$ cat src/hdl/pgc_regs.svh
/*
  Register offsets, field positions, reset values and slot codes of the
  power-good and clock-output control block.
  Assumes inclusion by bare name; definitions only.
*/
`ifndef PGC_REGS_SVH
`define PGC_REGS_SVH

// ==========================================================================
// Register indices (byte address is four times the index)
`define PGC_IDX_PG_SRC1        16'h408E
`define PGC_IDX_PG_SRC2        16'h408F
`define PGC_IDX_CLK_CTRL1      16'h4090
`define PGC_IDX_CLK_CTRL2      16'h4091
`define PGC_IDX_STATUS         16'h4092
`define PGC_IDX_KEY            16'h4093
`define PGC_ADDR_W             18

// ==========================================================================
// Reset values
`define PGC_RST_PG_SRC1        16'h0007
`define PGC_RST_PG_SRC2        16'h03FF
`define PGC_RST_CLK_CTRL1      16'h0000
`define PGC_RST_CLK_CTRL2      16'h1000

// ==========================================================================
// Field positions
`define PGC_CONV_MSB           3
`define PGC_REG_MSB            9
`define PGC_CLK_ENA_BIT        15
`define PGC_CLK_OD_BIT         13
`define PGC_START_SLOT_MSB     10
`define PGC_START_SLOT_LSB     8
`define PGC_SLEEP_SLOT_MSB     6
`define PGC_SLEEP_SLOT_LSB     4
`define PGC_CRYSTAL_STARTUP_INHIBIT_BIT       15
`define PGC_CRYSTAL_ENABLE_BIT       13
`define PGC_BKUP_BIT           12
`define PGC_CTRL1_MASK         16'hA770
`define PGC_CTRL2_SW_MASK      16'h9000

// ==========================================================================
// Unlock key and slot codes
`define PGC_KEY_VALUE          16'h9716
`define PGC_SLOT_LAST          3'h5
`define PGC_SLOT_SUM           3'h6

`endif

$ cat src/hdl/pgc_pkg.sv
/*
  Types of the power-good and clock-output control block.
  Assumes pgc_regs.svh for numeric constants.
*/
package pgc_pkg;

  typedef enum logic [1:0] {
    PGC_PS_OFF,
    PGC_PS_ON,
    PGC_PS_SLEEP,
    PGC_PS_BACKUP
  } pgc_power_state_type;

  typedef enum logic [1:0] {
    PGC_CK_IDLE,
    PGC_CK_RUN,
    PGC_CK_SLEPT
  } pgc_clk_state_type;

endpackage : pgc_pkg

$ cat src/hdl/pgc_cfg_if.sv
/*
  Configuration bundle passed from the register file to the clock unit.
  Assumes one clock domain.
*/
`timescale 1ns/1ns
interface pgc_cfg_if;
  logic       clock_output_enable;
  logic [2:0] clock_output_start_slot;
  logic [2:0] clock_output_sleep_slot;
  logic       crystal_startup_inhibit;
  logic       crystal_enable;
  logic       backup_rtc_clock_keep;
  logic       open_drain;

  modport source (output clock_output_enable, clock_output_start_slot, clock_output_sleep_slot,
                  crystal_startup_inhibit, crystal_enable, backup_rtc_clock_keep, open_drain);
  modport sink   (input  clock_output_enable, clock_output_start_slot, clock_output_sleep_slot,
                  crystal_startup_inhibit, crystal_enable, backup_rtc_clock_keep, open_drain);
endinterface : pgc_cfg_if

$ cat src/hdl/pgc_top.sv
/*
  Power-good source selection and clock-output control with an
  Avalon-MM register slave.
  Assumes one 100 MHz always-on clock and synchronous status inputs.
*/
// The implementer's own choice: register access over Avalon-MM.
`timescale 1ns/1ns
`include "pgc_regs.svh"
module pgc_top
  import pgc_pkg::*;
(
  input  wire logic                     clock,
  input  wire logic                     srst,
  input  wire logic [`PGC_ADDR_W-1:0]   avs_address,
  input  wire logic                     avs_read,
  input  wire logic                     avs_write,
  input  wire logic [31:0]              avs_writedata,
  input  wire logic [3:0]               avs_byteenable,
  output logic      [31:0]              avs_readdata,
  output logic                          avs_waitrequest,
  output logic      [1:0]               avs_response,
  input  wire logic                     config_load,
  input  wire logic [15:0]              config_oscillator_control,
  input  wire logic [9:0]               regulator_good,
  input  wire logic [3:0]               converter_good,
  output logic                          power_good_output,
  input  wire logic [4:0]               slot_strobe,
  input  wire logic                     startup_active,
  input  wire logic                     sleep_entry_active,
  input  wire logic [1:0]               power_state,
  input  wire logic                     on_request,
  input  wire logic                     crystal_valid,
  input  wire logic                     rc_clock,
  input  wire logic                     crystal_clock,
  output logic                          on_transition_grant,
  output logic                          crystal_osc_enable,
  output logic                          rtc_clock_enable,
  output logic                          clock_output_pin_out,
  output logic                          clock_output_pin_oe_n
);
  // ========================================================================
  // State
  typedef struct packed {
    logic [15:0] pg_src1;
    logic [15:0] pg_src2;
    logic [15:0] clk_ctrl1;
    logic [15:0] clk_ctrl2;
    logic        unlocked;
    logic        ack;
    logic        err;
    logic [31:0] rdata;
  } pgc_top_state_type;

  pgc_top_state_type st;
  pgc_top_state_type next_st;

  pgc_cfg_if cfg_bus ();

  logic [15:0] idx;
  logic        lane_lo;
  logic        lane_hi;
  logic        req;
  logic        hit;
  logic [15:0] wmask;
  logic [15:0] wdata;
  logic [15:0] rsel;
  logic        gate;
  logic        use_xtal;
  logic [15:0] status_word;

  assign idx     = avs_address[`PGC_ADDR_W-1:2];
  assign lane_lo = avs_byteenable[0];
  assign lane_hi = avs_byteenable[1];
  assign req     = (avs_read || avs_write) && !st.ack;
  assign wmask   = {{8{lane_hi}}, {8{lane_lo}}};
  assign wdata   = avs_writedata[15:0];

  assign status_word = {11'h000, crystal_valid, rtc_clock_enable, crystal_osc_enable,
                        gate, power_good_output};

  // ========================================================================
  // Register file and bus slave
  always_comb begin
    next_st     = st;
    next_st.ack = req;
    hit         = 1'b1;
    rsel        = 16'h0000;
    case (idx)
      `PGC_IDX_PG_SRC1:   rsel = st.pg_src1;
      `PGC_IDX_PG_SRC2:   rsel = st.pg_src2;
      `PGC_IDX_CLK_CTRL1: rsel = st.clk_ctrl1;
      `PGC_IDX_CLK_CTRL2: rsel = st.clk_ctrl2;
      `PGC_IDX_STATUS:    rsel = status_word;
      `PGC_IDX_KEY:       rsel = {15'h0000, st.unlocked};
      default:            hit  = 1'b0;
    endcase
    if (req && avs_read) begin
      next_st.rdata = {16'h0000, rsel};
      next_st.err   = !hit;
    end
    if (req && avs_write) begin
      next_st.err = !hit;
      case (idx)
        `PGC_IDX_PG_SRC1: begin
          next_st.pg_src1 = ((st.pg_src1 & ~wmask) | (wdata & wmask)) & 16'h000F;
        end
        `PGC_IDX_PG_SRC2: begin
          next_st.pg_src2 = ((st.pg_src2 & ~wmask) | (wdata & wmask)) & 16'h03FF;
        end
        `PGC_IDX_CLK_CTRL1: begin
          next_st.clk_ctrl1 = ((st.clk_ctrl1 & ~wmask) | (wdata & wmask)) & `PGC_CTRL1_MASK;
          // Protected enable keeps its value while locked
          if (!st.unlocked) begin
            next_st.clk_ctrl1[`PGC_CLK_ENA_BIT] = st.clk_ctrl1[`PGC_CLK_ENA_BIT];
          end
        end
        `PGC_IDX_CLK_CTRL2: begin
          // Crystal enable stays as it is on software writes
          next_st.clk_ctrl2 = (st.clk_ctrl2 & ~(wmask & `PGC_CTRL2_SW_MASK)) |
                              (wdata & wmask & `PGC_CTRL2_SW_MASK);
        end
        `PGC_IDX_STATUS: begin
          // Read-only word; a write is accepted and dropped
        end
        `PGC_IDX_KEY: begin
          if (lane_lo && lane_hi) begin
            next_st.unlocked = (wdata == `PGC_KEY_VALUE);
          end
        end
        default: begin
          next_st.err = 1'b1;
        end
      endcase
    end
    // Configuration load outranks a software write in the same cycle
    if (config_load) begin
      next_st.clk_ctrl2 = config_oscillator_control & (`PGC_CTRL2_SW_MASK | 16'h2000);
    end
  end

  always_ff @(posedge clock) begin
    if (srst) begin
      st.pg_src1   <= `PGC_RST_PG_SRC1;
      st.pg_src2   <= `PGC_RST_PG_SRC2;
      st.clk_ctrl1 <= `PGC_RST_CLK_CTRL1;
      st.clk_ctrl2 <= `PGC_RST_CLK_CTRL2;
      st.unlocked  <= 1'b0;
      st.ack       <= 1'b0;
      st.err       <= 1'b0;
      st.rdata     <= 32'h0000_0000;
    end else begin
      st <= next_st;
    end
  end

  // One wait state: answer on the second edge of a request
  assign avs_waitrequest = (avs_read || avs_write) && !st.ack;
  assign avs_readdata    = st.rdata;
  assign avs_response    = st.err ? 2'h2 : 2'h0;

  // ========================================================================
  // Configuration fan-out
  assign cfg_bus.clock_output_enable     = st.clk_ctrl1[`PGC_CLK_ENA_BIT];
  assign cfg_bus.clock_output_start_slot = st.clk_ctrl1[`PGC_START_SLOT_MSB:`PGC_START_SLOT_LSB];
  assign cfg_bus.clock_output_sleep_slot = st.clk_ctrl1[`PGC_SLEEP_SLOT_MSB:`PGC_SLEEP_SLOT_LSB];
  assign cfg_bus.open_drain              = st.clk_ctrl1[`PGC_CLK_OD_BIT];
  assign cfg_bus.crystal_startup_inhibit = st.clk_ctrl2[`PGC_CRYSTAL_STARTUP_INHIBIT_BIT];
  assign cfg_bus.crystal_enable          = st.clk_ctrl2[`PGC_CRYSTAL_ENABLE_BIT];
  assign cfg_bus.backup_rtc_clock_keep   = st.clk_ctrl2[`PGC_BKUP_BIT];

  pgc_power_good u_power_good (
    .clock             (clock),
    .srst              (srst),
    .reg_good          (regulator_good),
    .reg_select        (st.pg_src2[`PGC_REG_MSB:0]),
    .conv_good         (converter_good),
    .conv_select       (st.pg_src1[`PGC_CONV_MSB:0]),
    .power_good_output (power_good_output)
  );

  pgc_clock_unit u_clock_unit (
    .clock                    (clock),
    .srst                     (srst),
    .cfg                      (cfg_bus.sink),
    .slot_strobe              (slot_strobe),
    .startup_active           (startup_active),
    .sleep_entry_active       (sleep_entry_active),
    .power_state              (power_state),
    .on_request               (on_request),
    .crystal_valid            (crystal_valid),
    .rc_clock                 (rc_clock),
    .crystal_clock            (crystal_clock),
    .clock_output_gate        (gate),
    .clock_output_use_crystal (use_xtal),
    .on_transition_grant      (on_transition_grant),
    .crystal_osc_enable       (crystal_osc_enable),
    .rtc_clock_enable         (rtc_clock_enable)
  );

  // ========================================================================
  // Clock output pin; the source clocks are gated as data
  logic src_clk;
  assign src_clk = use_xtal ? crystal_clock : rc_clock;
  // Open drain only pulls low; CMOS drives both levels
  assign clock_output_pin_out  = gate & src_clk;
  assign clock_output_pin_oe_n = !gate || (cfg_bus.open_drain && src_clk);
endmodule : pgc_top

$ cat src/hdl/pgc_power_good.sv
/*
  Combines selected supply status into the power-good level.
  Assumes status inputs synchronous to clock.
*/
`timescale 1ns/1ns
`include "pgc_regs.svh"
module pgc_power_good
  import pgc_pkg::*;
(
  input  wire logic        clock,
  input  wire logic        srst,
  input  wire logic [9:0]  reg_good,
  input  wire logic [9:0]  reg_select,
  input  wire logic [3:0]  conv_good,
  input  wire logic [3:0]  conv_select,
  output logic             power_good_output
);
  typedef struct packed {
    logic good;
  } pgc_pg_state_type;

  pgc_pg_state_type st;
  pgc_pg_state_type next_st;

  // Unselected supplies count as good
  always_comb begin
    next_st      = st;
    next_st.good = &(reg_good | ~reg_select) & &(conv_good | ~conv_select);
  end

  always_ff @(posedge clock) begin
    if (srst) begin
      st <= '0;
    end else begin
      st <= next_st;
    end
  end

  assign power_good_output = st.good;
endmodule : pgc_power_good

$ cat src/hdl/pgc_clock_unit.sv
/*
  Clock-output gating, source choice and oscillator enables per power state.
  Assumes slot strobes are one-cycle pulses from the sequencer.
*/
`timescale 1ns/1ns
`include "pgc_regs.svh"
module pgc_clock_unit
  import pgc_pkg::*;
(
  input  wire logic        clock,
  input  wire logic        srst,
  pgc_cfg_if.sink          cfg,
  input  wire logic [4:0]  slot_strobe,
  input  wire logic        startup_active,
  input  wire logic        sleep_entry_active,
  input  wire logic [1:0]  power_state,
  input  wire logic        on_request,
  input  wire logic        crystal_valid,
  input  wire logic        rc_clock,
  input  wire logic        crystal_clock,
  output logic             clock_output_gate,
  output logic             clock_output_use_crystal,
  output logic             on_transition_grant,
  output logic             crystal_osc_enable,
  output logic             rtc_clock_enable
);
  typedef struct packed {
    pgc_clk_state_type ck;
    logic              gate;
    logic              use_xtal;
    logic              grant;
    logic              xtal_en;
    logic              rtc_en;
  } pgc_ck_state_type;

  pgc_ck_state_type st;
  pgc_ck_state_type next_st;

  logic [2:0] start_idx;
  logic [2:0] sleep_idx;
  logic       start_hit;
  logic       sleep_hit;
  logic       sleep_slot_valid;

  always_comb begin
    start_idx = cfg.clock_output_start_slot - 3'h1;
    sleep_idx = `PGC_SLOT_SUM - cfg.clock_output_sleep_slot - 3'h1;
    start_hit = 1'b0;
    sleep_hit = 1'b0;
    sleep_slot_valid = (cfg.clock_output_sleep_slot != 3'h0) &&
                       (cfg.clock_output_sleep_slot <= `PGC_SLOT_LAST);
    // Code n enables in slot n
    if ((cfg.clock_output_start_slot != 3'h0) && (cfg.clock_output_start_slot <= `PGC_SLOT_LAST)) begin
      start_hit = startup_active && slot_strobe[start_idx];
    end
    // Code n disables in slot 6-n
    if (sleep_slot_valid) begin
      sleep_hit = sleep_entry_active && slot_strobe[sleep_idx];
    end
  end

  always_comb begin
    next_st = st;
    case (st.ck)
      PGC_CK_IDLE: begin
        if (start_hit) begin
          next_st.ck = PGC_CK_RUN;
        end else if (sleep_hit) begin
          next_st.ck = PGC_CK_SLEPT;
        end
      end
      PGC_CK_RUN: begin
        if (sleep_hit) begin
          next_st.ck = PGC_CK_SLEPT;
        end
      end
      PGC_CK_SLEPT: begin
        if (start_hit || power_state == PGC_PS_ON) begin
          next_st.ck = PGC_CK_RUN;
        end
      end
      default: begin
        next_st.ck = PGC_CK_IDLE;
      end
    endcase
    // Without a valid sleep slot the enable bit alone decides, except in IDLE while startup_active
    next_st.gate = cfg.clock_output_enable &&
                   ((next_st.ck == PGC_CK_RUN) || (next_st.ck == PGC_CK_IDLE && !startup_active) ||
                    (next_st.ck == PGC_CK_SLEPT && !sleep_slot_valid));
    next_st.use_xtal = crystal_valid;
    next_st.grant    = on_request && (!cfg.crystal_startup_inhibit || crystal_valid);
    next_st.xtal_en  = cfg.crystal_enable &&
                       ((power_state != PGC_PS_BACKUP) || cfg.backup_rtc_clock_keep);
    next_st.rtc_en   = (power_state != PGC_PS_BACKUP) ||
                       (cfg.crystal_enable && cfg.backup_rtc_clock_keep);
  end

  always_ff @(posedge clock) begin
    if (srst) begin
      st <= '0;
    end else begin
      st <= next_st;
    end
  end

  assign clock_output_gate        = st.gate;
  assign clock_output_use_crystal = st.use_xtal;
  assign on_transition_grant      = st.grant;
  assign crystal_osc_enable       = st.xtal_en;
  assign rtc_clock_enable         = st.rtc_en;
endmodule : pgc_clock_unit

$ cat config.mk
export PLATFORM = sky130hd
export DESIGN_NAME = pgc_top
export DESIGN_NICKNAME = d
export VERILOG_FILES = /design/src/hdl/pgc_pkg.sv /design/src/hdl/pgc_cfg_if.sv /design/src/hdl/pgc_top.sv /design/src/hdl/pgc_power_good.sv /design/src/hdl/pgc_clock_unit.sv
export VERILOG_INCLUDE_DIRS = /design/src /design/src/hdl
export SDC_FILE = /design/constraint.sdc
export NUM_CORES = 1
export LEC_CHECK = 0
export BUFFER_PORTS_ARGS = -buffer_cell sky130_fd_sc_hd__buf_2
export CAP_MARGIN = 20
export CORE_MARGIN = 5
export CORE_UTILIZATION = 46
export DETAILED_ROUTE_END_ITERATION = 10
export PLACE_DENSITY = 0.91
export SETUP_SLACK_MARGIN = 0.15
export SYNTH_ARGS = -nofsm -noshare
export SYNTH_HDL_FRONTEND = slang
export SYNTH_SLANG_ARGS = --single-unit
$ cat constraint.sdc
create_clock -name clock -period 2 [get_ports clock]
set_input_delay 0.1 -clock clock [delete_from_list [all_inputs] [get_ports clock]]
set_output_delay 0.1 -clock clock [all_outputs]
set_load 0.05 [all_outputs]
## After elaboration in Yosys (flattened, before gate mapping)

Index checks and enable logic that the tools add are counted.

| operators by class | value |
|---|---|
| add/subtract/negate cells | 3 |
| magnitude comparators | 4 |
| equal/unequal tests | 13 |
| muxes and demuxes | 22 |
| bitwise gates (word level) | 17 |
| reductions and logical operators | 47 |

Operators with widths:

| cell | number |
|---|---|
| == test 16 x 15 -> 1 bit, second input constant | 6 |
| one-hot mux 16 bit (6 select lines) | 1 |
| bitwise AND 16 bit | 3 |
| 2-to-1 mux 33 bit | 1 |
| 2-to-1 mux 16 bit | 2 |
| inverter 16 bit | 2 |
| OR 16 bit | 2 |
| OR 10 bit | 2 |
| 2-to-1 mux 17 bit | 1 |
| == test 16 bit, second input constant | 1 |
| logical AND 1 bit | 15 |
| bitwise AND 10 bit | 1 |
| 2-to-1 mux 1 bit | 10 |
| inverter 10 bit | 1 |
| AND reduction 10 bit | 1 |
| AND reduction 2 bit | 5 |
| logical OR 1 bit | 8 |
| less-than comparator 3 x 4 -> 1 bit, second input constant | 2 |
| 2-to-1 mux 2 bit | 4 |
| OR 4 bit | 2 |
| binary-select mux 1 bit (select 3 bit) | 2 |
| == test 2 x 1 -> 1 bit, second input constant | 3 |
| less-or-equal comparator 3 bit, second input constant | 2 |
| logical NOT 1 bit | 6 |
| 15 further kinds | 23 |

| storage, ports and cells | value |
|---|---|
| flip-flop bits (word level) | 65 |
| bits of input ports | 102 |
| output and inout port bits | 41 |

## Depth between registers and ports, before layout

Gate-level depths: netlist (run 1).

| depth | value |
|---|---|
| depth in word-level cells | 14 |
| mapped depth | 7 |

## Modules after synthesis

From an unflattened synthesis (run 1), not the netlist that was laid out.

| unflattened totals | value |
|---|---|
| cell total of the unflattened synthesis | 362 |
| area, all modules | 3061.7 um^2 |

Modules (own cells, without submodules):

| module | times used | cells an instance | area an instance (um^2) |
|---|---|---|---|
| pgc_top | 1 | 280 | 2381.0 |
| pgc_clock_unit | 1 | 59 | 540.5 |
| pgc_power_good | 1 | 23 | 140.1 |

## Worst setup path after synthesis (run 1)

Ideal clock, no wire load.

| timing path | value |
|---|---|
| path type | flip-flop to flip-flop |
| start | reg with a tool-made name |
| end | reg u_clock_unit.st[6] in the netlist's numbering |
| library setup time | 0.070 ns |
| arrival | 1.733 ns |
| required time | 1.930 ns |
| setup slack | 0.196 ns |
| cell stages (with the launch flop) | 8 |
| buffers on the path | 0 |
| period minus slack after synthesis | 1.804 ns |
| cells stage by stage | dfxtp_1 -> inv_1 -> ha_1 -> mux4_2 -> mux2i_1 -> nor3_1 -> or3_1 -> a21oi_1 |

RTL lines:

| element | line | source |
|---|---|---|
| to (signal assigned) | pgc_clock_unit.sv:102 | `st <= next_st;` |
| to (decl) | pgc_clock_unit.sv:36 | `pgc_ck_state_type st;` |

==> summary.txt, run 1 <==
Layout
  – Share of layout cells above drive strength 1: 35.2%
  – Util after Layout: 55.6%
  – Area delta synth->final: 19.7%
  – Ant. Diodes: 0
  – Fill cells: 554
  – Fin nets: 516

Worst setup path
  – Crit path largest cell delay: 0.51 ns
  – CP Cell Sequence: buf_4 > mux4_2 > mux2i_4 > nor3_1 > or3_1 > a21oi_1
  – CP Launch Type: register
  – Required @ worst endpoint: 2.24 ns
  – WS Path Type: reg -> reg
  – Setup crit end kind: register
  – WP data arrival: 2.02 ns
  – WP buf/inv: 1
  – Crit path max-delay cell type: mux4_2
  – FF-to-FF path depth: 6
  – Worst path depth: 6
  – Family with the most delay on the worst path: multiplexers
  – Critical Path Fanout Max: 3

Min path
  – Worst Hold Class: in -> reg
  – Hold Crit Depth: 3

Die
  – Core Region: 6240 um^2
  – Starting Density: 46.4%
  – Die ar.: 7990 um^2
  – Num rows: 29
  – I/O Pins: 143
  – Chip height: 89.4 um
  – Die extent in x: 89.4 um

Global route
  – GRT met2 Usage: 31.9%
  – Total GRT Usage: 19.0%
  – Top Usage Layer GRT: met2
  – Largest net degree at the start of global routing: 37
  – Vias in the first global route: 2476
  – Overflow left after global routing: 0
  – Met1 Use GR: 23.2%
  – Met3 usage: 5.16%
  – Initial antenna violation count: 0
  – First-pass GRT wire length: 11700 um

Yosys
  – Flops & latches, synth: 50
  – Main flop type after synthesis: dfxtp_1
  – FFs w/ async S/R, synth: 0%
  – Post-Syn Area: 2900 um^2
  – Register area share after synthesis: 34.5%
  – Post-synth cell types: 60
  – Post-synth EDFFs: 0
  – Syn Area/Cell: 8.81 um^2
  – Ys Warns: 0
  – Syn Inst Count: 329

Job
  – Max-cap viol count: 0

Clocking
  – Clk Latency, worst-skew pair: 0.30 ns
  – Maximum root-to-sink buffer count: 2
  – Post-CTS Hold Buffers: 0
  – Root Buffer: clkbuf_8
  – H-Tree Depth: 2
  – Worst-path clk slew: 0.09 ns
  – TritonCTS buffer count: 5
  – CTS tree: yes
  – Clock tree sinks: 50

Route
  – Pre-antenna DRT Iters: 5
  – Post-DRT Antenna Nets: 0
  – DR WL/cell: 15.7 um
  – Drt total wl: 7650 um
  – Via count: 2652
  – Initial DRC Count: 145
  – Residual DRC: 0
  – Vias per cell: 5.46

Timing
  – Clock Skew: 0.00348 ns
  – Final Cycle Share: 89.0%
  – Hold_ws: 0.0324 ns
  – Final worst slack: 0.221 ns
  – Max Slew Vio Count: 0
  – Setup violators final: 0
  – Hold Vio Cnt, Final: 0
  – Rel. slew slack: 64.3%
  – Post-layout minimum cycle time: 1.78 ns
  – Slew @ Worst Pin: 0.528 ns
  – Fmax achieved: 0.562 GHz
  – RSZ-0062 raised after global routing: yes

Status
  – Status: completed

Placed design
  – Place WS: -0.00692 ns
  – Placer Congestion: 0.802
  – Port bufs: 90
  – Post-DP HPWL: 6120 um

Power
  – Pwr Density: 552 nW/um^2
  – Leak Pwr: 1.53 nW
  – Worst IR Drop VDD: 0.409 mV
-- stage by stage --
step	cell area (um^2)	power [mW]	setup TNS [ns]	std cells
global route	3470	2.00	0	486
detailed placement	3280	1.38	-0.00692	476
CTS	3400	1.92	0	485
finish	3470	1.92	0	486
floorplan	2970	1.30	0	347
global placement	3280	1.37	0	476
-- timing repair --
action                                  in CTS  in global routing
buffers inserted                             2                  1
gates resized for setup                      9                 12
cloned                                       0                  0
endpoints found under the setup margin       3                  3
pin swaps                                    3                  6
-- cells in the final DEF (no fill, tap or decap), types with 6 or more instances in the layout --
master,netlist,final
and3_1,8,8
nor2_1,33,33
mux2i_1,13,12
nor2b_1,6,6
a211o_1,11,11
dfxtp_1,50,47
a21oi_1,12,12
nand3_1,6,6
inv_1,24,21
buf_4,36,12
conb_1,1,19
nor3_1,11,11
buf_2,2,90
nand2_1,16,16
-- kinds of logic (layout without fill, tap and decap cells) --
logic type      after synthesis  after routing  synth area share, %
simple gates                124            124                 26.6
flops                        50             50                 34.5
other cells                   1             19                0.129
compound gates               59             59                 15.4
xor+xnor                      1              1                0.302
mux                          17             17                 6.82
buf+inv                      72            134                 14.1
fa+ha+maj                     5              5                 2.16
-- layout make-up --
type	instances	area (um^2)	area share [%]
Clock inverter	2	10.0	0.289
Tap cell	77	96.3	2.78
Inverter	24	90.1	2.60
Timing Repair Buffer	103	561	16.2
Clock buffer	5	68.8	1.98
Multi-Input combinational cell	225	1640	47.2
Sequential cell	50	1010	29.0
-- cell usage after synthesis, types with 4 or more instances --
master / number / area (um^2)
a211o_1: 11 / 96.3
a21oi_1: 12 / 60.1
a221oi_1: 5 / 43.8
a22o_1: 4 / 35.0
and2_1: 6 / 37.5
and3_1: 8 / 50.1
buf_4: 36 / 270
clkbuf_1: 9 / 33.8
dfxtp_1: 50 / 1000
ha_1: 5 / 62.6
inv_1: 24 / 90.1
mux2i_1: 13 / 130
nand2_1: 16 / 60.1
nand2b_1: 5 / 31.3
nand3_1: 6 / 30.0
nor2_1: 33 / 124
nor2b_1: 6 / 37.5
nor3_1: 11 / 55.1
nor4_1: 4 / 25.0
o21ai_0: 5 / 25.0
o22ai_1: 4 / 25.0
-- tightest hold or removal path, stage by stage --
cell and delay, ns:
buf_2 0.07, mux2i_1 0.05, nor2_1 0.07
-- power breakdown --
| part | leakage, nW | internal [mW] | total [mW] | switching (mW) |
|---|---|---|---|---|
| combinational | 1.08 | 0.100 | 0.340 | 0.239 |
| sequential | 0.408 | 1.01 | 1.02 | 0.0113 |
| clock | 0.0438 | 0.235 | 0.554 | 0.319 |
-- path summary, 6_finish.rpt --
kind	startpoint	end	slack, ns
worst max-delay path	register	u_clock_unit.st[6]	0.22
worst min-delay path	config_oscillator_control[13]	cfg_bus.crystal_enable	0.03
worst max register to register	register	u_clock_unit.st[6]	0.22
worst min register to register	avs_readdata[10]	avs_readdata[10]	0.45
-- routing by layer --
metal	wire (um)	vias up
li1	-	1285
met1	3040	1243
met2	3740	111
met3	729	13
met4	144	0
met5	0	-
No activity file was read; power rests on OpenSTA's default activity.
==> run 2, diff against run 1 <==
--- a/config.mk
+++ b/config.mk
@@ -11,6 +11,7 @@
 export CORE_MARGIN = 5
 export CORE_UTILIZATION = 46
 export DETAILED_ROUTE_END_ITERATION = 10
+export GPL_TIMING_DRIVEN = 0
 export PLACE_DENSITY = 0.91
 export SETUP_SLACK_MARGIN = 0.15
 export SYNTH_ARGS = -nofsm -noshare
==> run 2 against run 1 <==
Effect of this change: routed wire length rose by 9.9%; clock power rose by 11%; flip-flop and latch count did not move; largest power group unchanged; highest routed layer unchanged.
==> summary.txt, run 2 (synthesis results as in run 1) <==
Layout
  – Register Area: 1010 um^2 (+0.25%)
  – Multi-input gate area: 1640 um^2 (+0.54%)
  – Ant. Diodes: 0 (unchanged)
  – Area delta synth->final: 29.7%
  – Most common cell after layout, fill and taps aside: buf_2
  – Fill cells: 536 (-3.2%)
  – Highest-count cells in the layout ignoring fill and taps: buf_2 (90), dfxtp_1 (47), buf_4 (43), nor2_1 (33), inv_1 (22)
  – Final Non-Filler Cells: 528 (+8.6%)
  – Share of layout cells above drive strength 1: 38.8% (+3.6 points)
  – Fin nets: 557 (+7.9%)

Placed design
  – Placed Instances: 512 (+7.6%)
  – Port bufs: 88 (-2.2%)
  – Place WS: -0.111 ns (-0.104 ns)
  – Post-DP HPWL: 6490 um (+6.1%)
  – Placer Congestion: 0.870 (+8.5%)

Clocking
  – H-Tree Depth: 2 (unchanged)
  – TritonCTS buffer count: 5 (unchanged)
  – Post-CTS Hold Buffers: 0 (unchanged)
  – Clock tree sinks: 50 (unchanged)
  – Clk Latency, worst-skew pair: 0.31 ns (about the same)
  – Worst-path clk slew: 0.09 ns (about the same)
  – Maximum root-to-sink buffer count: 2 (unchanged)
  – Root Buffer: clkbuf_8
  – CTS tree: yes

Timing
  – RSZ-0062 raised after global routing: yes
  – Clock Skew: 0.00407 ns (+0.000593 ns)
  – Max Slew Vio Count: 0 (unchanged)
  – Post-layout minimum cycle time: 1.81 ns (+0.0335 ns)
  – Final Cycle Share: 90.6% (+1.7 points)
  – Slew @ Worst Pin: 0.889 ns (+0.361 ns)
  – Hold Vio Cnt, Final: 0 (unchanged)
  – Final worst slack: 0.187 ns (-0.0335 ns)
  – Rel. slew slack: 40.3% (-24 points)
  – Setup violators final: 0 (unchanged)
  – Final TNS setup: 0 ns (unchanged)
  – Fmax achieved: 0.552 GHz (-1.8%)
  – Hold_ws: 0.0294 ns (-0.00303 ns)

Global route
  – Vias in the first global route: 2688 (+8.6%)
  – Met3 usage: 4.33% (-0.83 points)
  – Total GRT Usage: 20.3% (+1.3 points)
  – Initial antenna violation count: 0 (unchanged)
  – Top Usage Layer GRT: met2
  – Met1 Use GR: 26.5% (+3.3 points)
  – Overflow left after global routing: 0 (unchanged)
  – Largest net degree at the start of global routing: 15 (-59%)
  – First-pass GRT wire length: 12600 um (+7.7%)
  – GRT met2 Usage: 33.8% (+1.8 points)

Worst setup path
  – Setup crit end kind: register
  – CP Launch Type: register
  – WP data arrival: 2.05 ns (+0.03 ns)
  – WS Path Type: reg -> reg
  – Required @ worst endpoint: 2.24 ns (about the same)
  – Critical Path Fanout Max: 7 (+4)

Power
  – Worst IR Drop VDD: 0.485 mV (+19%)
  – Power Total: 2.02 mW (+5.5%)
  – Pwr Density: 537 nW/um^2 (-2.7%)
  – Leak Pwr: 1.73 nW (+13%)

Min path
  – Worst Hold Class: in -> reg

Job
  – Max-cap viol count: 0 (unchanged)

Route
  – Post-DRT Antenna Nets: 0 (unchanged)
  – Vias per cell: 5.41 (-0.91%)
  – Pre-antenna DRT Iters: 5 (unchanged)
  – DR WL/cell: 15.9 um (+1.1%)
  – Drt total wl: 8410 um (+9.9%)
  – Via count: 2855 (+7.7%)
  – Initial DRC Count: 111 (-23%)
  – Residual DRC: 0 (unchanged)

Die
  – Num rows: 29 (unchanged)
  – Chip height: 89.4 um (unchanged)
  – Core Region: 6240 um^2 (unchanged)
  – Die extent in x: 89.4 um (unchanged)
  – I/O Pins: 143 (unchanged)
  – Die ar.: 7990 um^2 (unchanged)
  – Starting Density: 46.4% (unchanged)

Status
  – Status: completed
[run 2: changes by cell type in the layout (fill, tap and decap cells not counted), sizes merged]
cell,before,now
buf,103,135
clkinv,2,1
clkbuf,5,16
[run 2: per-stage QoR]
stage / utilization (%) / instance area, um^2
2_1_floorplan: - / 2970
3_3_place_gp: 56.1 / 3500
3_5_place_dp: 56.1 / 3500
4_1_cts: 59.3 / 3700
5_1_grt: 60.2 / 3760
6_report: 60.2 / 3760
[run 2: worst paths after layout]
| path | from | end | slack, ns | cells past startpoint |
|---|---|---|---|---|
| setup / recovery | register | u_clock_unit.st[6] | 0.19 | 6 |
| hold / removal | avs_writedata[0] | register | 0.03 | 2 |
| setup reg to reg | register | u_clock_unit.st[6] | 0.19 | 6 |
| hold reg to reg | register | u_clock_unit.clock_output_gate | 0.46 | 2 |
[run 2: per-layer routing]
layer / wire length, um / share of wire [%]
met1: 3380 / 40
met5: 0 / 0
met3: 801 / 9.5
met2: 4080 / 49
met4: 149 / 1.8
[run 2: worst max-delay path, cell delays in order (launching register included)]
cell,delay [ns]
dfxtp_1,0.33
clkbuf_4,0.18
mux2_2,0.38
o32ai_4,0.16
o2111ai_2,0.20
or3_1,0.36
a21oi_2,0.13
[run 2: final cells by class]
type	count	area share, %
flip-flops and latches	50	26.9
plain buffers	48	8.59
well taps	77	2.56
multi-input cells	225	43.7
inverters	24	2.40
clock inverters	1	0.133
repair buffers	96	13.4
clock buffers	7	2.30
[run 2: power by group]
group,internal (mW),switching [mW],total [mW]
registers,1.01,0.0118,1.02
logic,0.133,0.252,0.385
clock network,0.280,0.334,0.614
[run 2: repair_timing]
item	4_1_cts	5_1_grt
setup buffers	8	0
setup endpoints to repair	3	5
resized for setup	15	13
pin swaps	7	2
